[src/logic/ext_irq_map.svh]
// Purpose: Offsets, field positions, reset values and vectors of the pin interrupt block
// Assumes: 3-bit register index on the plain register port, 8-bit data
// Notes:   Definitions only
`ifndef EXT_IRQ_MAP_SVH
`define EXT_IRQ_MAP_SVH

// Register offsets
`define SENSE_CONTROL_OFS   3'h0
`define DED_MASK_OFS        3'h1
`define DED_FLAG_OFS        3'h2
`define GROUP_ENABLE_OFS    3'h3
`define GROUP_FLAG_OFS      3'h4
`define CHANGE_MASK_LO_OFS  3'h5
`define CHANGE_MASK_HI_OFS  3'h6

// Field positions and widths
`define SENSE_FIELD_W       2
`define IRQ1_SENSE_LSB      2
`define IRQ0_SENSE_LSB      0
`define SENSE_USED_W        4

// Reset values
`define SENSE_CONTROL_RST   4'h0
`define TWO_BIT_RST         2'h0
`define CHANGE_MASK_RST     16'h0000

// Word addresses of the handler vectors
`define VEC_IRQ_ZERO        16'h0002
`define VEC_IRQ_ONE         16'h0004
`define VEC_GROUP_ZERO      16'h0006
`define VEC_GROUP_ONE       16'h0008
`define VEC_NONE            16'h0000

// Cycles from reset release until edge detectors hold valid history
`define ARM_CYCLES          2'h3

`endif

[src/logic/ext_irq_pkg.sv]
// Purpose: Types shared by the pin interrupt block
// Assumes: Nothing beyond the map header
// Notes:   Encoding of the two-bit sense select field
package ext_irq_pkg;

  typedef enum logic [1:0] {
    SENSE_LOW  = 2'b00,
    SENSE_ANY  = 2'b01,
    SENSE_FALL = 2'b10,
    SENSE_RISE = 2'b11
  } sense_mode_e;

endpackage : ext_irq_pkg

[src/logic/edge_sense.sv]
// Purpose: Sample one dedicated interrupt pin and detect edges or a low level
// Assumes: Pin is treated as synchronous to clk_i but still double sampled
// Notes:   Event output is combinational and valid only when armed
`timescale 1ns/1ps
module edge_sense
  import ext_irq_pkg::*;
(
  // Clock and reset
  input  wire logic        clk_i,
  input  wire logic        rst_i,
  // Pin and control
  input  wire logic        pin_i,
  input  wire sense_mode_e mode_i,
  input  wire logic        arm_i,
  // Results
  output logic             event_o,
  output logic             low_o
);

  logic [1:0] sync_q;
  logic       prev_q;

  // Two-stage sampler; stage one feeds stage two only
  always_ff @(posedge clk_i) begin
    if (rst_i) begin
      sync_q <= 2'h3;
    end else begin
      sync_q <= {sync_q[0], pin_i};
    end
  end

  // Previous sampled value for the edge compare
  always_ff @(posedge clk_i) begin
    if (rst_i) begin
      prev_q <= 1'b1;
    end else begin
      prev_q <= sync_q[1];
    end
  end

  // Level seen by the low-level sense path
  assign low_o = ~sync_q[1];

  // Edge decode per sense mode; low level makes no event
  always_comb begin
    event_o = 1'b0;
    if (arm_i) begin
      unique case (mode_i)
        SENSE_LOW:  event_o = 1'b0;
        SENSE_ANY:  event_o = sync_q[1] ^ prev_q;
        SENSE_FALL: event_o = prev_q & ~sync_q[1];
        SENSE_RISE: event_o = ~prev_q & sync_q[1];
      endcase
    end
  end

endmodule : edge_sense

[src/logic/external_pin_interrupts.sv]
// Purpose: Dedicated and pin-change interrupt logic with register port
// Assumes: One 250 MHz clock; pins synchronous; CPU acknowledges vectors
// Notes:   Summary of operation follows
//
// Summary of operation
// - Pins raise interrupts even when driven as outputs by the port.
// - Group one watches change pins 15..8, group zero pins 7..0.
// - Per-pin mask registers pick which change pins count; others ignored.
// - Change detection feeds a wake output usable during deep sleep.
// - Each dedicated pin senses any change, falling edge, rising edge or low level.
// - Level mode requests for as long as the pin stays low.
// - Edge detection runs on the clock and needs it running.
// - Low-level detection feeds the wake output without a latched flag.
// - A level gone before start-up wakes the part but raises no request.
// - Upper four bits of the sense control register read as zero.
// - Dedicated request one needs global enable and its mask bit.
// - Sense field of dedicated pin one sits at bits 3 and 2.
// - Pins are sampled before edge detection; pulses over one clock caught.
// - Vectors two words apart: 0x0002, 0x0004, 0x0006 for the first three.
// - Sense code 00 low, 01 any change, 10 falling, 11 rising.
// - Edge and change flags set on events, clear on vector or write one.
// - A dedicated flag reads cleared while its pin senses level.
// - A group request needs its group enable and the global enable.
`timescale 1ns/1ps
`include "ext_irq_map.svh"
module external_pin_interrupts
  import ext_irq_pkg::*;
#(
  parameter int GROUP_W = 8
) (
  // Clock and reset
  input  wire logic        clk_i,
  input  wire logic        rst_i,
  // Register port
  input  wire logic [2:0]  addr_i,
  input  wire logic [7:0]  wdata_i,
  input  wire logic        we_i,
  input  wire logic        re_i,
  output logic      [7:0]  rdata_o,
  // Pins
  input  wire logic [1:0]  dedicated_irq_pins_i,
  input  wire logic [15:0] change_detect_pins_i,
  // CPU side
  input  wire logic        global_irq_en_i,
  input  wire logic [3:0]  irq_ack_i,
  output logic      [3:0]  irq_req_o,
  output logic      [15:0] vector_addr_o,
  output logic             wake_o
);

  //////////////////////////////////////////////////////////////////////////////
  // Elaboration check: registers are one byte per group
  if (GROUP_W != 8) begin : g_bad_width
    $error("GROUP_W must be 8");
  end

  logic [`SENSE_USED_W-1:0] sense_q;
  logic [1:0]               ded_mask_q;
  logic [1:0]               ded_flag_q;
  logic [1:0]               grp_en_q;
  logic [1:0]               grp_flag_q;
  logic [15:0]              chg_mask_q;
  logic [1:0]               arm_cnt_q;
  logic                     arm;
  logic [1:0]               ded_evt;
  logic [1:0]               ded_low;
  logic [1:0]               ded_level;
  logic [1:0]               ded_clr;
  logic [1:0]               grp_clr;
  logic [1:0]               grp_evt;
  logic [15:0]              chg_s1_q;
  logic [15:0]              chg_s2_q;
  logic [15:0]              chg_prev_q;
  logic [15:0]              chg_diff;
  logic [3:0]               req_d;
  logic                     wr_sense;

  //////////////////////////////////////////////////////////////////////////////
  // Arm counter: detectors ignore history until samplers are filled
  always_ff @(posedge clk_i) begin
    if (rst_i) begin
      arm_cnt_q <= 2'h0;
    end else if (arm_cnt_q != `ARM_CYCLES) begin
      arm_cnt_q <= arm_cnt_q + 2'h1;
    end
  end
  assign arm = (arm_cnt_q == `ARM_CYCLES);

  //////////////////////////////////////////////////////////////////////////////
  // Register writes
  assign wr_sense = we_i && (addr_i == `SENSE_CONTROL_OFS);

  always_ff @(posedge clk_i) begin
    if (rst_i) begin
      sense_q <= `SENSE_CONTROL_RST;
    end else if (wr_sense) begin
      sense_q <= wdata_i[`SENSE_USED_W-1:0];
    end
  end

  // Dedicated mask and group enable bits
  always_ff @(posedge clk_i) begin
    if (rst_i) begin
      ded_mask_q <= `TWO_BIT_RST;
      grp_en_q   <= `TWO_BIT_RST;
    end else begin
      if (we_i && (addr_i == `DED_MASK_OFS)) begin
        ded_mask_q <= wdata_i[1:0];
      end
      if (we_i && (addr_i == `GROUP_ENABLE_OFS)) begin
        grp_en_q <= wdata_i[1:0];
      end
    end
  end

  always_ff @(posedge clk_i) begin
    if (rst_i) begin
      chg_mask_q <= `CHANGE_MASK_RST;
    end else begin
      if (we_i && (addr_i == `CHANGE_MASK_LO_OFS)) begin
        chg_mask_q[7:0] <= wdata_i;
      end
      if (we_i && (addr_i == `CHANGE_MASK_HI_OFS)) begin
        chg_mask_q[15:8] <= wdata_i;
      end
    end
  end

  //////////////////////////////////////////////////////////////////////////////
  // Dedicated pins; pins are read directly, so output drive still triggers
  for (genvar i = 0; i < 2; i++) begin : g_ded
    sense_mode_e mode;
    assign mode = sense_mode_e'(sense_q[i*`SENSE_FIELD_W +: `SENSE_FIELD_W]);
    assign ded_level[i] = (mode == SENSE_LOW);
    assign ded_clr[i] = irq_ack_i[i] | (we_i && (addr_i == `DED_FLAG_OFS) && wdata_i[i]);

    edge_sense u_sense (
      .clk_i   (clk_i),
      .rst_i   (rst_i),
      .pin_i   (dedicated_irq_pins_i[i]),
      .mode_i  (mode),
      .arm_i   (arm),
      .event_o (ded_evt[i]),
      .low_o   (ded_low[i])
    );

    // flag: set beats clear, forced clear in level mode
    always_ff @(posedge clk_i) begin
      if (rst_i) begin
        ded_flag_q[i] <= 1'b0;
      end else if (ded_level[i]) begin
        ded_flag_q[i] <= 1'b0;
      end else begin
        ded_flag_q[i] <= ded_evt[i] | (ded_flag_q[i] & ~ded_clr[i]);
      end
    end
  end

  //////////////////////////////////////////////////////////////////////////////
  // Change pins: two-stage sampler, then history for compare
  always_ff @(posedge clk_i) begin
    if (rst_i) begin
      chg_s1_q   <= 16'h0000;
      chg_s2_q   <= 16'h0000;
      chg_prev_q <= 16'h0000;
    end else begin
      chg_s1_q   <= change_detect_pins_i;
      chg_s2_q   <= chg_s1_q;
      chg_prev_q <= chg_s2_q;
    end
  end

  assign chg_diff = (chg_s2_q ^ chg_prev_q) & chg_mask_q & {16{arm}};

  for (genvar g = 0; g < 2; g++) begin : g_grp
    // one OR per group of eight
    assign grp_evt[g] = |chg_diff[g*GROUP_W +: GROUP_W];
    assign grp_clr[g] = irq_ack_i[2+g] | (we_i && (addr_i == `GROUP_FLAG_OFS) && wdata_i[g]);

    always_ff @(posedge clk_i) begin
      if (rst_i) begin
        grp_flag_q[g] <= 1'b0;
      end else begin
        grp_flag_q[g] <= grp_evt[g] | (grp_flag_q[g] & ~grp_clr[g]);
      end
    end
  end

  //////////////////////////////////////////////////////////////////////////////
  // Requests toward the CPU; level requests follow the pin live, so a
  // level that vanished before start-up leaves nothing pending
  always_comb begin
    req_d = 4'h0;
    for (int k = 0; k < 2; k++) begin
      // level or flag, gated by masks
      req_d[k] = global_irq_en_i & ded_mask_q[k] &
                 (ded_level[k] ? (ded_low[k] & arm) : ded_flag_q[k]);
      req_d[2+k] = global_irq_en_i & grp_en_q[k] & grp_flag_q[k];
    end
  end

  always_ff @(posedge clk_i) begin
    if (rst_i) begin
      irq_req_o <= 4'h0;
    end else begin
      irq_req_o <= req_d;
    end
  end

  always_ff @(posedge clk_i) begin
    if (rst_i) begin
      vector_addr_o <= `VEC_NONE;
    end else if (req_d[0]) begin
      vector_addr_o <= `VEC_IRQ_ZERO;
    end else if (req_d[1]) begin
      vector_addr_o <= `VEC_IRQ_ONE;
    end else if (req_d[2]) begin
      vector_addr_o <= `VEC_GROUP_ZERO;
    end else if (req_d[3]) begin
      vector_addr_o <= `VEC_GROUP_ONE;
    end else begin
      vector_addr_o <= `VEC_NONE;
    end
  end

  // wake: ignores the global enable, since the core sleeps
  always_ff @(posedge clk_i) begin
    if (rst_i) begin
      wake_o <= 1'b0;
    end else begin
      wake_o <= |(ded_mask_q & ded_level & ded_low & {2{arm}}) |
                |(ded_mask_q & ded_evt) | |(grp_en_q & grp_evt);
    end
  end

  //////////////////////////////////////////////////////////////////////////////
  // Read port: data in the cycle after the strobe, zero otherwise
  always_ff @(posedge clk_i) begin
    if (rst_i) begin
      rdata_o <= 8'h00;
    end else if (!re_i) begin
      rdata_o <= 8'h00;
    end else begin
      unique case (addr_i)
        `SENSE_CONTROL_OFS:  rdata_o <= {4'h0, sense_q};
        `DED_MASK_OFS:       rdata_o <= {6'h00, ded_mask_q};
        `DED_FLAG_OFS:       rdata_o <= {6'h00, ded_flag_q};
        `GROUP_ENABLE_OFS:   rdata_o <= {6'h00, grp_en_q};
        `GROUP_FLAG_OFS:     rdata_o <= {6'h00, grp_flag_q};
        `CHANGE_MASK_LO_OFS: rdata_o <= chg_mask_q[7:0];
        `CHANGE_MASK_HI_OFS: rdata_o <= chg_mask_q[15:8];
        default:             rdata_o <= 8'h00;
      endcase
    end
  end

  //////////////////////////////////////////////////////////////////////////////
  // Checks

  property p_sense_hi_zero;
    @(posedge clk_i) disable iff (rst_i)
    (re_i && addr_i == `SENSE_CONTROL_OFS) |=> (rdata_o[7:4] == 4'h0);
  endproperty
  a_sense_hi_zero: assert property (p_sense_hi_zero)
    else $error("sense control upper bits not zero");

  property p_level_flag_clear;
    @(posedge clk_i) disable iff (rst_i)
    (sense_q[3:2] == 2'b00) ##1 (sense_q[3:2] == 2'b00) |-> (ded_flag_q[1] == 1'b0);
  endproperty
  a_level_flag_clear: assert property (p_level_flag_clear)
    else $error("flag one set in level mode");

  property p_level_holds_req;
    @(posedge clk_i) disable iff (rst_i)
    (arm && sense_q[1:0] == 2'b00 && ded_mask_q[0] && global_irq_en_i && ded_low[0])
      |=> irq_req_o[0];
  endproperty
  a_level_holds_req: assert property (p_level_holds_req)
    else $error("level request missing while pin low");

  property p_req1_gated;
    @(posedge clk_i) disable iff (rst_i)
    irq_req_o[1] |-> $past(global_irq_en_i) && $past(ded_mask_q[1]);
  endproperty
  a_req1_gated: assert property (p_req1_gated)
    else $error("request one without enables");

  property p_w1c_clears;
    @(posedge clk_i) disable iff (rst_i)
    (we_i && addr_i == `GROUP_FLAG_OFS && wdata_i[0] && !grp_evt[0]) |=> !grp_flag_q[0];
  endproperty
  a_w1c_clears: assert property (p_w1c_clears)
    else $error("group flag not cleared by write one");

  property p_change_sets_flag;
    @(posedge clk_i) disable iff (rst_i)
    (arm && |((change_detect_pins_i ^ chg_s1_q) & chg_mask_q & 16'h00ff)
      && $stable(chg_mask_q) ##1 $stable(chg_mask_q) ##1 $stable(chg_mask_q))
      |=> (grp_flag_q[0] || $past(grp_clr[0]));
  endproperty
  a_change_sets_flag: assert property (p_change_sets_flag)
    else $error("masked change missed by group zero");

  property p_unmasked_ignored;
    @(posedge clk_i) disable iff (rst_i)
    (chg_mask_q[15:8] == 8'h00 && !grp_flag_q[1]) |=> !grp_flag_q[1];
  endproperty
  a_unmasked_ignored: assert property (p_unmasked_ignored)
    else $error("group one flag set with all pins masked");

  property p_vector_zero;
    @(posedge clk_i) disable iff (rst_i)
    irq_req_o[0] |-> (vector_addr_o == 16'h0002);
  endproperty
  a_vector_zero: assert property (p_vector_zero)
    else $error("wrong vector for dedicated zero");

  property p_group_gated;
    @(posedge clk_i) disable iff (rst_i)
    (!grp_en_q[1] || !global_irq_en_i) |=> !irq_req_o[3];
  endproperty
  a_group_gated: assert property (p_group_gated)
    else $error("group one request without enables");

  property p_rise_detect;
    @(posedge clk_i) disable iff (rst_i)
    (arm && sense_q[1:0] == 2'b11 && dedicated_irq_pins_i[0]
      && !$past(dedicated_irq_pins_i[0]))
      ##1 (sense_q[1:0] == 2'b11) [*2] |=> (ded_flag_q[0] || $past(ded_clr[0]));
  endproperty
  a_rise_detect: assert property (p_rise_detect)
    else $error("rising edge missed on dedicated zero");

endmodule : external_pin_interrupts

[config.mk]
export PLATFORM = sky130hd
export DESIGN_NAME = external_pin_interrupts
export DESIGN_NICKNAME = d
export VERILOG_FILES = /design/src/logic/ext_irq_pkg.sv /design/src/logic/edge_sense.sv /design/src/logic/external_pin_interrupts.sv
export VERILOG_INCLUDE_DIRS = /design/src /design/src/logic
export SDC_FILE = /design/constraint.sdc
export NUM_CORES = 1
export LEC_CHECK = 0
export ABC_CLOCK_PERIOD_IN_PS = 5100
export BUFFER_PORTS_ARGS = -buffer_cell sky130_fd_sc_hd__buf_2
export CAP_MARGIN = 25
export CELL_PAD_IN_SITES_DETAIL_PLACEMENT = 0
export CELL_PAD_IN_SITES_GLOBAL_PLACEMENT = 2
export CORE_MARGIN = 2
export CORE_UTILIZATION = 37
export CTS_CLUSTER_DIAMETER = 60
export CTS_CLUSTER_SIZE = 28
export DETAILED_ROUTE_END_ITERATION = 12
export GPL_ROUTABILITY_DRIVEN = 0
export MAX_ROUTING_LAYER = met4
export PLACE_DENSITY = 0.88
export SETUP_SLACK_MARGIN = 0.15
export SYNTH_ARGS = -nofsm -noshare
export SYNTH_HDL_FRONTEND = slang
export SYNTH_SLANG_ARGS = --single-unit
[constraint.sdc]
create_clock -name clk_i -period 5.1 [get_ports clk_i]
set_clock_uncertainty 0.1 [all_clocks]
set_input_delay 1.02 -clock clk_i [delete_from_list [all_inputs] [get_ports clk_i]]
set_output_delay 1.02 -clock clk_i [all_outputs]
set_load 0.05 [all_outputs]
==> run summary, run 1 <==
TritonCTS built the clock tree. Summed over all layers, the global routing overflow is 0. The net switching power came out at roughly 0.40 mW. The pin count of the biggest net entering global routing came out at 38. After synthesis, the mean cell area works out to 9.790 um2. In this run the static leakage power is 1.859 nW. For the pin with the worst max-slew slack, the measured transition is 0.6479 ns. The routed length per instance came out at 13.10 um.

The worst setup path is launched from an input pin. The wire length after detailed routing came out at 7561 um. The unique cell type count in the Yosys netlist came out at 48. The number of global-route vias before repair came out at 2,488.

The maximum clock insertion buffer count came out at 2. The longest individual stage delay on the worst path came out at 0.58 ns. The post-CTS repair timing setup buffer count came out at 0. The run finished with clean final reports. The final clock period utilization by the worst path came out at 45.44%. The count of final hold-check violations is 0. Buffers placed on the I/O ports in this run total 53. STA classifies the critical path endpoint as a register. The post-CTS resize count came out at 0. Once the floorplan was initialized, standard cells occupied between 30% and 40% of the core.

The total DRC errors in the routed layout came out at 0. After the first detailed-routing iteration, the DRC count stood at 97. The vertical extent of the die came out at between 100 and 150 um.

For this design the ratio of total power to cell area is 331.0 nW/um2. The fraction of final layout cells sized beyond drive strength 1 came out at 19.50%. The first-pass GRT wire length is 12,270 um. between 60 and 70 I/O pins were placed. The biggest fanout along the worst timing path is 14. Subtracting the final worst setup slack from the clock period gives between 2 and 2.5 ns. Counting flops with a built-in enable in the synthesized netlist gives 0. The pre-antenna-repair detailed-routing pass consisted of 4 iterations. The combined area of all synthesized cells is slightly below 4000 um2. The number of H-tree levels is 3. Timing would allow up to 431.5 MHz.

The overall routing resource usage came out at 14.38%. The total clock sinks is 100. The max-cap check violation count came out at 0. The repair_antennas step left the layout with diodes totalling 0. The initial antenna violation count came out at 0. The worst slew margin relative to its limit is a little under three fifths.

The die covers around 11,000 um2. The clock insertion delay at the later pin of the skew report is 0.37 ns. The number of nets still failing antenna checks after routing came out at 0. The class of the worst hold path is register to register. The maximum resistive drop on vdd is 0.1240 mV. The cell internal power dissipation is approximately 1.0 mW. The switching share of total power is 27.47%. The total power draw came out at between 1 and 1.5 mW. The clock share of power is roughly a third. The final max-slew violation count is 0. The fraction of registers with async set/reset is 0%. The final net count is 479. By startpoint and endpoint, the worst setup path is classified as input pin to register. The count of buffer and inverter cells on the critical path is 1. The sequential share of the synthesized area is between 50 and 60%. The sequential share of power is approximately 57%. For this run, the number of Yosys warnings is 0.

Clock tree synthesis inserted a total of 9 buffers. The clock-pin slew on the worst setup and hold paths is between 0.1 and 0.15 ns. Setup repair after global routing left no endpoint under its margin.

For this design, the CTS-stage hold fixing added 0 buffers. The signed area change from the synthesized netlist to the final layout is 13.27%. The count of vias placed by the detailed router came out at 2,643. The core area is 10,230 um2. Among all flip-flop cells after synthesis, the most frequent one is sky130_fd_sc_hd__dfxtp_1. The floorplan has 37 rows.

The number of setup violations in the final report is 0. Synthesis produced a netlist whose cell count is 393. The detail-routed via count per cell is 4.581. The slowest stage of the critical path is the sky130_fd_sc_hd__nor2b_1 cell. The clock tree root buffer cell is sky130_fd_sc_hd__clkbuf_8. The die width is about 110 um. Combinational cells account for 7.9% of the total power.

The data arrival time of the worst path came out at about 2.5 ns. The HPWL after detailed placement is 5460 um. The signal on the critical path passes through buf_2, nor2b_1, nand3_1, nand2_1, a21oi_1.

The data required time of the critical path is between 5 and 6 ns. The post-synthesis register bit count came out at 100. The kind of cell with the highest combined delay along the critical path is simple AND/OR/NAND/NOR gates. Adding up every negative setup slack in the final design gives 0 ns.
state kept, by name, summed over array words and instances (netlist names), 3 cells and up:
name,flops
chg_mask_q,16
chg_prev_q,16
chg_s1_q,16
chg_s2_q,16
rdata_o,8
g_ded.u_sense.sync_q,4
irq_req_o,4
sense_q,4
vector_addr_o,3
routing by layer:
layer  vias to the layer above  global-route usage (%)  wire (um)
met3                        10                   3.004        292
li1                       1369                       -          -
met1                      1197                   18.72       3821
met2                        67                   21.66       3362
met4                         0                   6.391         84
met5                         -                       -          0
per-stage QoR:
stage	cell area [um2]	hold slack [ns]	setup slack, ns	instances	utilization [%]
5_1_grt	4358	0.3177	2.705	577	42.60
6_report	4358	0.3067	2.782	577	42.60
4_1_cts	4358	0.3112	2.798	577	42.60
2_1_floorplan	3892	0.2895	2.878	405	-
3_3_place_gp	4140	0.2929	2.378	561	40.47
3_5_place_dp	4140	0.2962	2.398	561	40.47
cells in the final DEF (no fill, tap or decap), types with 2 or more instances in the layout:
| cell type | count |
|---|---|
| sky130_fd_sc_hd__o41ai_1 | 4 |
| sky130_fd_sc_hd__nand3b_1 | 4 |
| sky130_fd_sc_hd__and2_1 | 5 |
| sky130_fd_sc_hd__nand2_1 | 38 |
| sky130_fd_sc_hd__nand2b_1 | 2 |
| sky130_fd_sc_hd__nor2_1 | 20 |
| sky130_fd_sc_hd__inv_1 | 8 |
| sky130_fd_sc_hd__a22o_1 | 8 |
| sky130_fd_sc_hd__nand3_1 | 9 |
| sky130_fd_sc_hd__clkbuf_8 | 9 |
| sky130_fd_sc_hd__buf_4 | 2 |
| sky130_fd_sc_hd__ha_1 | 5 |
| sky130_fd_sc_hd__and3_1 | 4 |
| sky130_fd_sc_hd__dfxtp_1 | 100 |
| sky130_fd_sc_hd__mux2i_1 | 10 |
| sky130_fd_sc_hd__a211oi_1 | 2 |
| sky130_fd_sc_hd__conb_1 | 13 |
| sky130_fd_sc_hd__or2_2 | 7 |
| sky130_fd_sc_hd__mux2_2 | 3 |
| sky130_fd_sc_hd__a21oi_1 | 21 |
| sky130_fd_sc_hd__clkinv_8 | 4 |
| sky130_fd_sc_hd__a22oi_1 | 8 |
| sky130_fd_sc_hd__buf_2 | 53 |
| sky130_fd_sc_hd__xor2_1 | 17 |
| sky130_fd_sc_hd__nand4_1 | 2 |
| sky130_fd_sc_hd__o21a_1 | 2 |
| sky130_fd_sc_hd__nor2b_1 | 53 |
| sky130_fd_sc_hd__o21ai_0 | 6 |
power by group through the flow:
stage / combinational [mW] / sequential [mW] / clock, mW
3_3_place_gp: 0.112 / 0.837 / 0
6_report: 0.114 / 0.819 / 0.510
3_5_place_dp: 0.114 / 0.838 / 0
4_1_cts: 0.115 / 0.820 / 0.529
2_1_floorplan: 0.0906 / 0.834 / 0
5_1_grt: 0.125 / 0.823 / 0.565
worst paths after layout:
kind                            cells past startpoint  slack, ns                       start                    endpoint
worst min-delay path                                1       0.31  g_ded[0].u_sense.sync_q[0]  g_ded[0].u_sense.sync_q[1]
worst max register to register                      5       3.14                arm_cnt_q[0]            vector_addr_o[3]
worst max-delay path                                5       2.78                   addr_i[1]              chg_mask_q[13]
worst min register to register                      1       0.31  g_ded[0].u_sense.sync_q[0]  g_ded[0].u_sense.sync_q[1]
synthesized netlist by cell type (2+ instances only):
master                     count  area, um2
sky130_fd_sc_hd__buf_6         2      22.52
sky130_fd_sc_hd__o21a_1        2      15.01
sky130_fd_sc_hd__inv_1         8      30.03
sky130_fd_sc_hd__o41ai_1       4      35.03
sky130_fd_sc_hd__nand2_1      38      142.6
sky130_fd_sc_hd__and2_1        5      31.28
sky130_fd_sc_hd__nor2b_1      53      331.6
sky130_fd_sc_hd__and3_1        4      25.02
sky130_fd_sc_hd__mux2_2        3      33.78
sky130_fd_sc_hd__a211oi_1      2      15.01
sky130_fd_sc_hd__nand4_1       2      12.51
sky130_fd_sc_hd__nand3b_1      4      30.03
sky130_fd_sc_hd__or2_2         7      43.79
sky130_fd_sc_hd__xor2_1       17      148.9
sky130_fd_sc_hd__nor2_1       20      75.07
sky130_fd_sc_hd__nand2b_1      2      12.51
sky130_fd_sc_hd__a21oi_1      21      105.1
sky130_fd_sc_hd__a22o_1        8      70.07
sky130_fd_sc_hd__buf_1         2      7.510
sky130_fd_sc_hd__ha_1          5      62.56
sky130_fd_sc_hd__a22oi_1       8      60.06
sky130_fd_sc_hd__mux2i_1      10      100.1
sky130_fd_sc_hd__buf_4        13      97.59
sky130_fd_sc_hd__buf_2         6      30.03
sky130_fd_sc_hd__dfxtp_1     100       2002
sky130_fd_sc_hd__nand3_1       9      45.04
sky130_fd_sc_hd__clkbuf_1     12      45.04
sky130_fd_sc_hd__o21ai_0       6      30.03
layout make-up:
class,count,area (um2)
fill,1019,5873
inverter,8,30.03
clock inverter,7,93.84
tap,136,170.2
clock buffer,9,123.9
sequential,100,2002
timing repair buffer,55,280.3
multi-input combinational,262,1658
logic make-up after synthesis:
| logic type | Yosys count | synth area share (%) |
|---|---|---|
| and+or+nand+nor | 150 | 20.85 |
| DFF | 100 | 52.03 |
| AOI/OAI and AO/OA | 63 | 11.32 |
| buffers and inverters | 43 | 6.049 |
| xor gates and xnor gates | 17 | 3.870 |
| muxes | 14 | 4.163 |
| adders and majority gates | 5 | 1.626 |
| other | 1 | 0.09747 |
(Power assumes the default switching activity.)
==> inputs of run 2 (changes only) <==
- ABC_CLOCK_PERIOD_IN_PS: 5100 -> 2150
- CORE_UTILIZATION: 37 -> 34
- PLACE_DENSITY: 0.88 -> 0.82
- clock period: 5.1 -> 2.15 ns (I/O delays scaled with it)
==> run summary, run 2 (same netlist as run 1, synthesis figures left out) <==
The switching share of total power is 25.90%. The met3 track demand over resource is 2.469%. The most repeated library cell on the critical path is sky130_fd_sc_hd__inv_1. On the worst path, the slowest cell contributes a delay of 0.50 ns.

The worst path meets setup with 0.3676 ns of slack. From synthesis to final layout, the design area changed by 16.62%. The clock passes through at most 2 buffers.

Of the total power, combinational logic draws 7.1%. In the global route stage, met1 resource usage came out at 19.68%. The initial antenna violation count came out at 0.

The clock network accounts for a little over two fifths of the total power. After clock tree synthesis, the clock-pin slew on the worst setup and hold paths is 0.08 ns. The detail-routed via count per cell came out at about 4.6.

The count of buffer and inverter cells on the critical path is 2. The worst-case IR drop observed on VDD is 0.4971 mV. In this run the horizontal extent of the chip is 110.4 um. For this run, design rule violations remaining after detail routing come to 0. The max-cap check violation count came out at 0.

The timing-limited maximum frequency is 561.1 MHz. For this run, the total global-route usage over all layers was measured as 14.17%. The cell internal power dissipation is 2.851 mW. Among all stages on the critical path, the largest delay is contributed by sky130_fd_sc_hd__mux4_1.

The slew at the pin with the worst max-slew slack is 0.5473 ns. The time the final worst path needs with I/O delays and setup is approximately 1.8 ns. The die outline area is ~12,000 um2. Setup repair after global routing left no endpoint under its margin.

STA classifies the critical path startpoint as a register. The net switching power is between 0.9 and 1 mW. The count of vias placed by the detailed router is 2,691.

For the final routed database, the setup TNS stands at 0 ns. Entering global routing, the biggest net connects 79 pins. The count of inserted antenna diode cells is 0. Wires add up to between 7000 and 8000 um. In this run the number of H-tree levels came out at 3. The initial utilization of the core area, before any placement, comes to 35.18%. The final net count came out at 481. The number of setup violations in the final report came out at 0.

The sequential share of power came out at between 50% and 60%. The count of final hold-check violations came out at 0. At the worst endpoint, the required time is 2.26 ns.

Clock tree synthesis found a total of 100 sinks. Leaving out fill and tap cells, the most frequent cells in the layout are sky130_fd_sc_hd__dfxtp_1, sky130_fd_sc_hd__nor2b_1, sky130_fd_sc_hd__buf_2, sky130_fd_sc_hd__nand2_1, sky130_fd_sc_hd__a21oi_1. The worst slew margin relative to its limit came out at 63.04%. The number of DRC markers in iteration 0 is 97. The first-pass detailed-route iteration total is 4. The post-CTS repair timing setup buffer count is 0. The fraction of final layout cells sized beyond drive strength 1 is 19.86%. Dividing total power by cell area gives a power density of 857.3 nW/um2.

TritonCTS built the clock tree. The first-pass GRT wire length came out at 12,680 um. The overflow left after global routing came out at 0. The data arrival time of the worst path is 1.89 ns.

Summed over all cells, the static leakage comes to 1.920 nW. The number of buffer cells added on primary ports came out at 53. The row count came out at 38. The number of nets still failing antenna checks after routing came out at 0. The critical path is of the register to register type. The number of global-route vias before repair is 2,500.

The global routing usage on met2 came out at 20.77%. The leading cell type in the layout, fill and taps excluded is sky130_fd_sc_hd__dfxtp_1. The routed length per instance came out at 13.48 um. The boundary pin count came out at between 60 and 70. The final clock period utilization by the worst path is 82.90%. The post-CTS resize count came out at 0. The core area is 10,940 um2. The clock insertion delay at the later pin of the skew report came out at 0.35 ns. The biggest fanout along the worst timing path is 2. The cell family contributing the most delay on the critical path is multiplexers. The endpoint type of the worst setup path is a register. The peak-usage layer in the global routing report is met2. The placed wire-length estimate came out at about 5700 um. The tightest min-delay check is of the input pin to register type. Walking the worst path, the cells encountered are inv_1, ha_1, inv_1, mux4_1, a32oi_1, a311oi_1.

Clock tree synthesis inserted a total of 9 buffers. The die is approximately 110 um tall. In this run, post-CTS hold repair placed 0 buffers.

The final max-slew violation count is 0. The run finished with clean final reports. The clock tree root buffer cell is sky130_fd_sc_hd__clkbuf_16. Before CTS, the worst setup slack after placement is ~0.33 ns.
run 2: cell count changes in the layout (fill, tap and decap cells not counted):
cell,before,now
sky130_fd_sc_hd__clkbuf_16,0,9
sky130_fd_sc_hd__clkbuf_8,9,0
sky130_fd_sc_hd__buf_12,0,1
sky130_fd_sc_hd__buf_4,2,3
sky130_fd_sc_hd__clkinv_8,4,3
sky130_fd_sc_hd__inv_8,1,2
run 2: stage by stage:
stage	hold slack [ns]	utilization (%)	area, um2	cells	total power, mW
final	0.1711	41.03	4487	583	3.847
after global routing	0.1818	41.03	4487	583	4.022
after detailed placement	0.2989	38.16	4173	567	2.265
after CTS	0.1639	41.03	4487	583	3.890
after global placement	0.2924	38.16	4173	567	2.258
after floorplan	0.2895	-	3892	405	2.194
run 2: worst paths after layout:
| path | startpoint | to | slack [ns] | cells after the start |
|---|---|---|---|---|
| setup / recovery | g_ded[1].u_sense.prev_q | wake_o | 0.37 | 6 |
| setup reg to reg | g_ded[1].u_sense.prev_q | wake_o | 0.37 | 6 |
| hold reg to reg | g_ded[0].u_sense.sync_q[0] | g_ded[0].u_sense.sync_q[1] | 0.30 | 1 |
| hold / removal | dedicated_irq_pins_i[0] | g_ded[0].u_sense.sync_q[0] | 0.17 | 2 |
run 2: final cells by class:
cell class,count,area (um2)
Fill cell,1105,6449
Sequential cell,100,2002
Multi-Input combinational cell,262,1658
Timing Repair Buffer,57,307.8
Clock buffer,9,225.2
Tap cell,140,175.2
Clock inverter,7,88.84
Inverter,8,30.03
run 2: per-layer routing:
metal / wire length, um / vias to the layer above
met3: 529 / 12
met5: 0 / -
met4: 158 / 0
li1: - / 1376
met1: 3771 / 1212
met2: 3396 / 91
run 2: power groups by stage:
stage	Combinational (mW)	Sequential, mW	Clock [mW]
3_5_place_dp	0.278	1.99	0
5_1_grt	0.307	1.95	1.76
4_1_cts	0.279	1.94	1.67
3_3_place_gp	0.273	1.99	0
2_1_floorplan	0.215	1.98	0
6_report	0.275	1.94	1.63
==> inputs of run 3 (changes only) <==
- ABC_AREA: unset -> 1
- ABC_CLOCK_PERIOD_IN_PS: 2150 -> 1500
- CORE_UTILIZATION: 34 -> 28
- PLACE_DENSITY: 0.82 -> 0.78
- clock period: 2.15 -> 1.5 ns (I/O delays scaled with it)
==> run summary, run 3 <==
The flow ran to the end, and the final reports show no timing, DRC or antenna violations. The number of non-filler instances in the completed layout came out at 766. The leakage power total came out at 2.157 nW. The total clock sinks came out at 100.

In the layout the commonest cells are sky130_fd_sc_hd__dfxtp_1, sky130_fd_sc_hd__nand2_1, sky130_fd_sc_hd__inv_1, sky130_fd_sc_hd__nor2_1, sky130_fd_sc_hd__nand3_1. The class of the worst hold path is input pin to register. Once placement finished, the instance area stood at 4365 um2. Counting instances in the post-synthesis netlist gives the leading cell types as sky130_fd_sc_hd__dfxtp_1, sky130_fd_sc_hd__nand2_1, sky130_fd_sc_hd__inv_1, sky130_fd_sc_hd__nor2_1, sky130_fd_sc_hd__nand3_1. Dividing the synthesized area by the synthesized cell count gives 7.449 um2. The time the final worst path needs with I/O delays and setup came out at ~1.5 ns. The post-synthesis register bit count came out at 100.

The number of DRC markers in iteration 0 is 179. The biggest fanout along the worst timing path is 2. The tree is rooted in a sky130_fd_sc_hd__clkbuf_16.

The clock tree from TritonCTS is yes. STA puts the critical path data arrival time at 1.63 ns. The end-of-flow core utilization is 35.45%. The clock buffer count from CTS is 9.

The slowest stage cell on the critical path is sky130_fd_sc_hd__dfxtp_2. The worst setup path is of the register to register kind. The data required time of the critical path came out at 1.65 ns. The core area is roughly 13,000 um2.

Yosys printed 0 warnings. Among all flip-flop cells after synthesis, the most frequent one is sky130_fd_sc_hd__dfxtp_1. IR analysis of the VDD net gives a maximum drop of 0.5171 mV.

Sorting the synthesized cells by area gives the leading types as sky130_fd_sc_hd__dfxtp_1, sky130_fd_sc_hd__nand2_1, sky130_fd_sc_hd__inv_1. The number of global-route vias before repair came out at 2,977. The final net count is 628. The placed wire-length estimate is 6583 um.

The fraction of registers with async set/reset came out at 0%. After detailed routing, the number of remaining DRC violations is 0. The area of all placed cells without fillers is 4732 um2. Sequential elements use 51.78% of the synthesized area. The number of setup violations in the final report came out at 0. The number of buffer cells added on primary ports came out at 53. The count of final hold-check violations is 0. The maximum clock insertion buffer count came out at 2. The wire length after detailed routing came out at 8801 um. The count of vias placed by the detailed router came out at 3,174. The die width came out at 121.5 um. The number of placed instances with taps included came out at 748. The die outline area is 14,760 um2.

The boundary pin count came out at 67. The worst setup path is captured at a register. Global routing used 13.00% of the available tracks. The combined area of all synthesized cells is 3866 um2. The clock-pin slew on the worst setup and hold paths is 0.07 ns. The signed area change from the synthesized netlist to the final layout came out at 22.39%.

For this design, the CTS-stage hold fixing added 0 buffers. The library cell used most frequently in the layout, excluding fill and tap cells, is sky130_fd_sc_hd__dfxtp_1. Of all cell types, the one taking the most synthesized area is sky130_fd_sc_hd__dfxtp_1. The number of flops mapped to enable cells by yosys is 0.

The area share of the largest cell type after synthesis came out at 51.78%. The count of inserted antenna diode cells is 0. For this run, the detailed router's first-pass iteration total came to 4. The routed length per instance came out at 11.49 um. The total overflow left after global routing is 0. The type of origin of the critical path is a register. Max-cap violations in this run came to 0. The multi-input logic area is 1431 um2. The signal on the critical path passes through inv_2, ha_4, inv_2, a21oi_2, nor2_2, nand3_1, nand2_1, nor2_2, nand3_1, nand2_1, inv_1.

The pin count of the biggest net entering global routing came out at 39. The layout has 1,476 filler cells. The unique cell type count in the Yosys netlist came out at 24.

For this run, the top clock speed supported by timing is just under 700 MHz. The detail-routed via count per cell is 4.144. The initial antenna violation count came to 0. The number of nets still failing antenna checks after routing came out at 0. The power per unit of standard cell area is 1139 nW/um2.

The number of H-tree levels is 3. By instance count, the leading cell after synthesis is sky130_fd_sc_hd__dfxtp_1. The effective utilization at floorplan is slightly below 30%.

Setup repair after global routing could not meet its margin everywhere. The initialized floorplan defines 42 standard-cell rows. The final max-slew violation count is 0. The area of all sequential standard cells is 2007 um2.

Cells with a size suffix above 1 make up 18.98% of the layout. The cell count after synthesis came out at 519. The final clock period utilization by the worst path is roughly 100%. The largest single stage delay on the critical path is 0.34 ns.

The vertical extent of the die is ~120 um. The first global-routing pass estimated 14,130 um of wire. Clock latency on the worst-skew pair, taken at its later pin, is 0.35 ns.
run 3: changes by cell type after synthesis, sizes merged, moves of 6 or more:
cell | before | now
a21oi | 22 | 37
a22o | 8 | 0
a22oi | 8 | 0
and2 | 6 | 0
inv | 8 | 97
mux2i | 10 | 0
nand2 | 38 | 97
nand3 | 9 | 47
nor2 | 20 | 68
nor2b | 53 | 0
o21ai | 6 | 18
xor2 | 17 | 0
run 3: through the flow:
step	setup TNS (ns)	worst slack, ns	power, mW	hold slack [ns]
after global routing	-0.07677	-0.07677	5.655	0.03413
after floorplan	0	0.1646	3.135	0.2883
after global placement	0	0.03993	3.265	0.2917
final	0	0.01625	5.390	0.03498
after CTS	0	0.04949	5.460	0.02597
after detailed placement	0	0.009029	3.271	0.2920
run 3: what timing repair did:
item / in CTS / in global routing
setup endpoints to repair: 5 / 15
resized for setup: 6 / 23
buffers inserted: 0 / 2
pin swaps: 1 / 12
run 3: logic make-up (layout without fill, tap and decap cells):
| logic type | Yosys count | count (layout) | share of synthesized area (%) |
|---|---|---|---|
| adder cells (fa/ha/maj) | 5 | 5 | 1.618 |
| buffers and inverters | 125 | 184 | 13.66 |
| flip-flops | 100 | 100 | 51.78 |
| other | 1 | 13 | 0.09699 |
| AO/OA/AOI/OAI | 65 | 65 | 9.126 |
| AND/OR/NAND/NOR | 223 | 223 | 23.72 |
run 3: where the power goes:
part	switching, mW	total, mW	internal, mW
sequential	0.0458	2.79	2.74
clock	1.03	2.17	1.14
combinational	0.291	0.431	0.140
total	1.37	5.39	4.02
run 3: worst max-delay path, delay by kind of cell (launching register included):
kind                       cells  cell delay (ns)
DFF                            1             0.34
AOI/OAI and AO/OA              1             0.13
adders and majority gates      1             0.25
and+or+nand+nor                6             0.45
buffers and inverters          3             0.10
run 3: final cells by class:
class	instances	area share, %
Clock buffer	10	4.839
Clock inverter	6	0.9783
Inverter	97	7.694
Multi-Input combinational cell	306	30.25
Sequential cell	100	42.41
Tap cell	176	4.654
Timing Repair Buffer	71	9.175
run 3: path summary, 6_finish.rpt:
kind	start	end	slack (ns)	depth (start not counted)
max reg2reg	g_ded[1].u_sense.prev_q	wake_o	0.02	11
max	g_ded[1].u_sense.prev_q	wake_o	0.02	11
min	dedicated_irq_pins_i[1]	g_ded[1].u_sense.sync_q[0]	0.03	2
min reg2reg	chg_s1_q[15]	chg_s2_q[15]	0.29	2
run 3: routing by layer:
| metal | share of wire (%) | up-vias | track usage [%] |
|---|---|---|---|
| met2 | 44 | 65 | 19.35 |
| met4 | 1.5 | 0 | 5.172 |
| met1 | 50 | 1394 | 16.86 |
| met5 | 0 | - | - |
| li1 | - | 1703 | - |
| met3 | 4.7 | 12 | 3.383 |
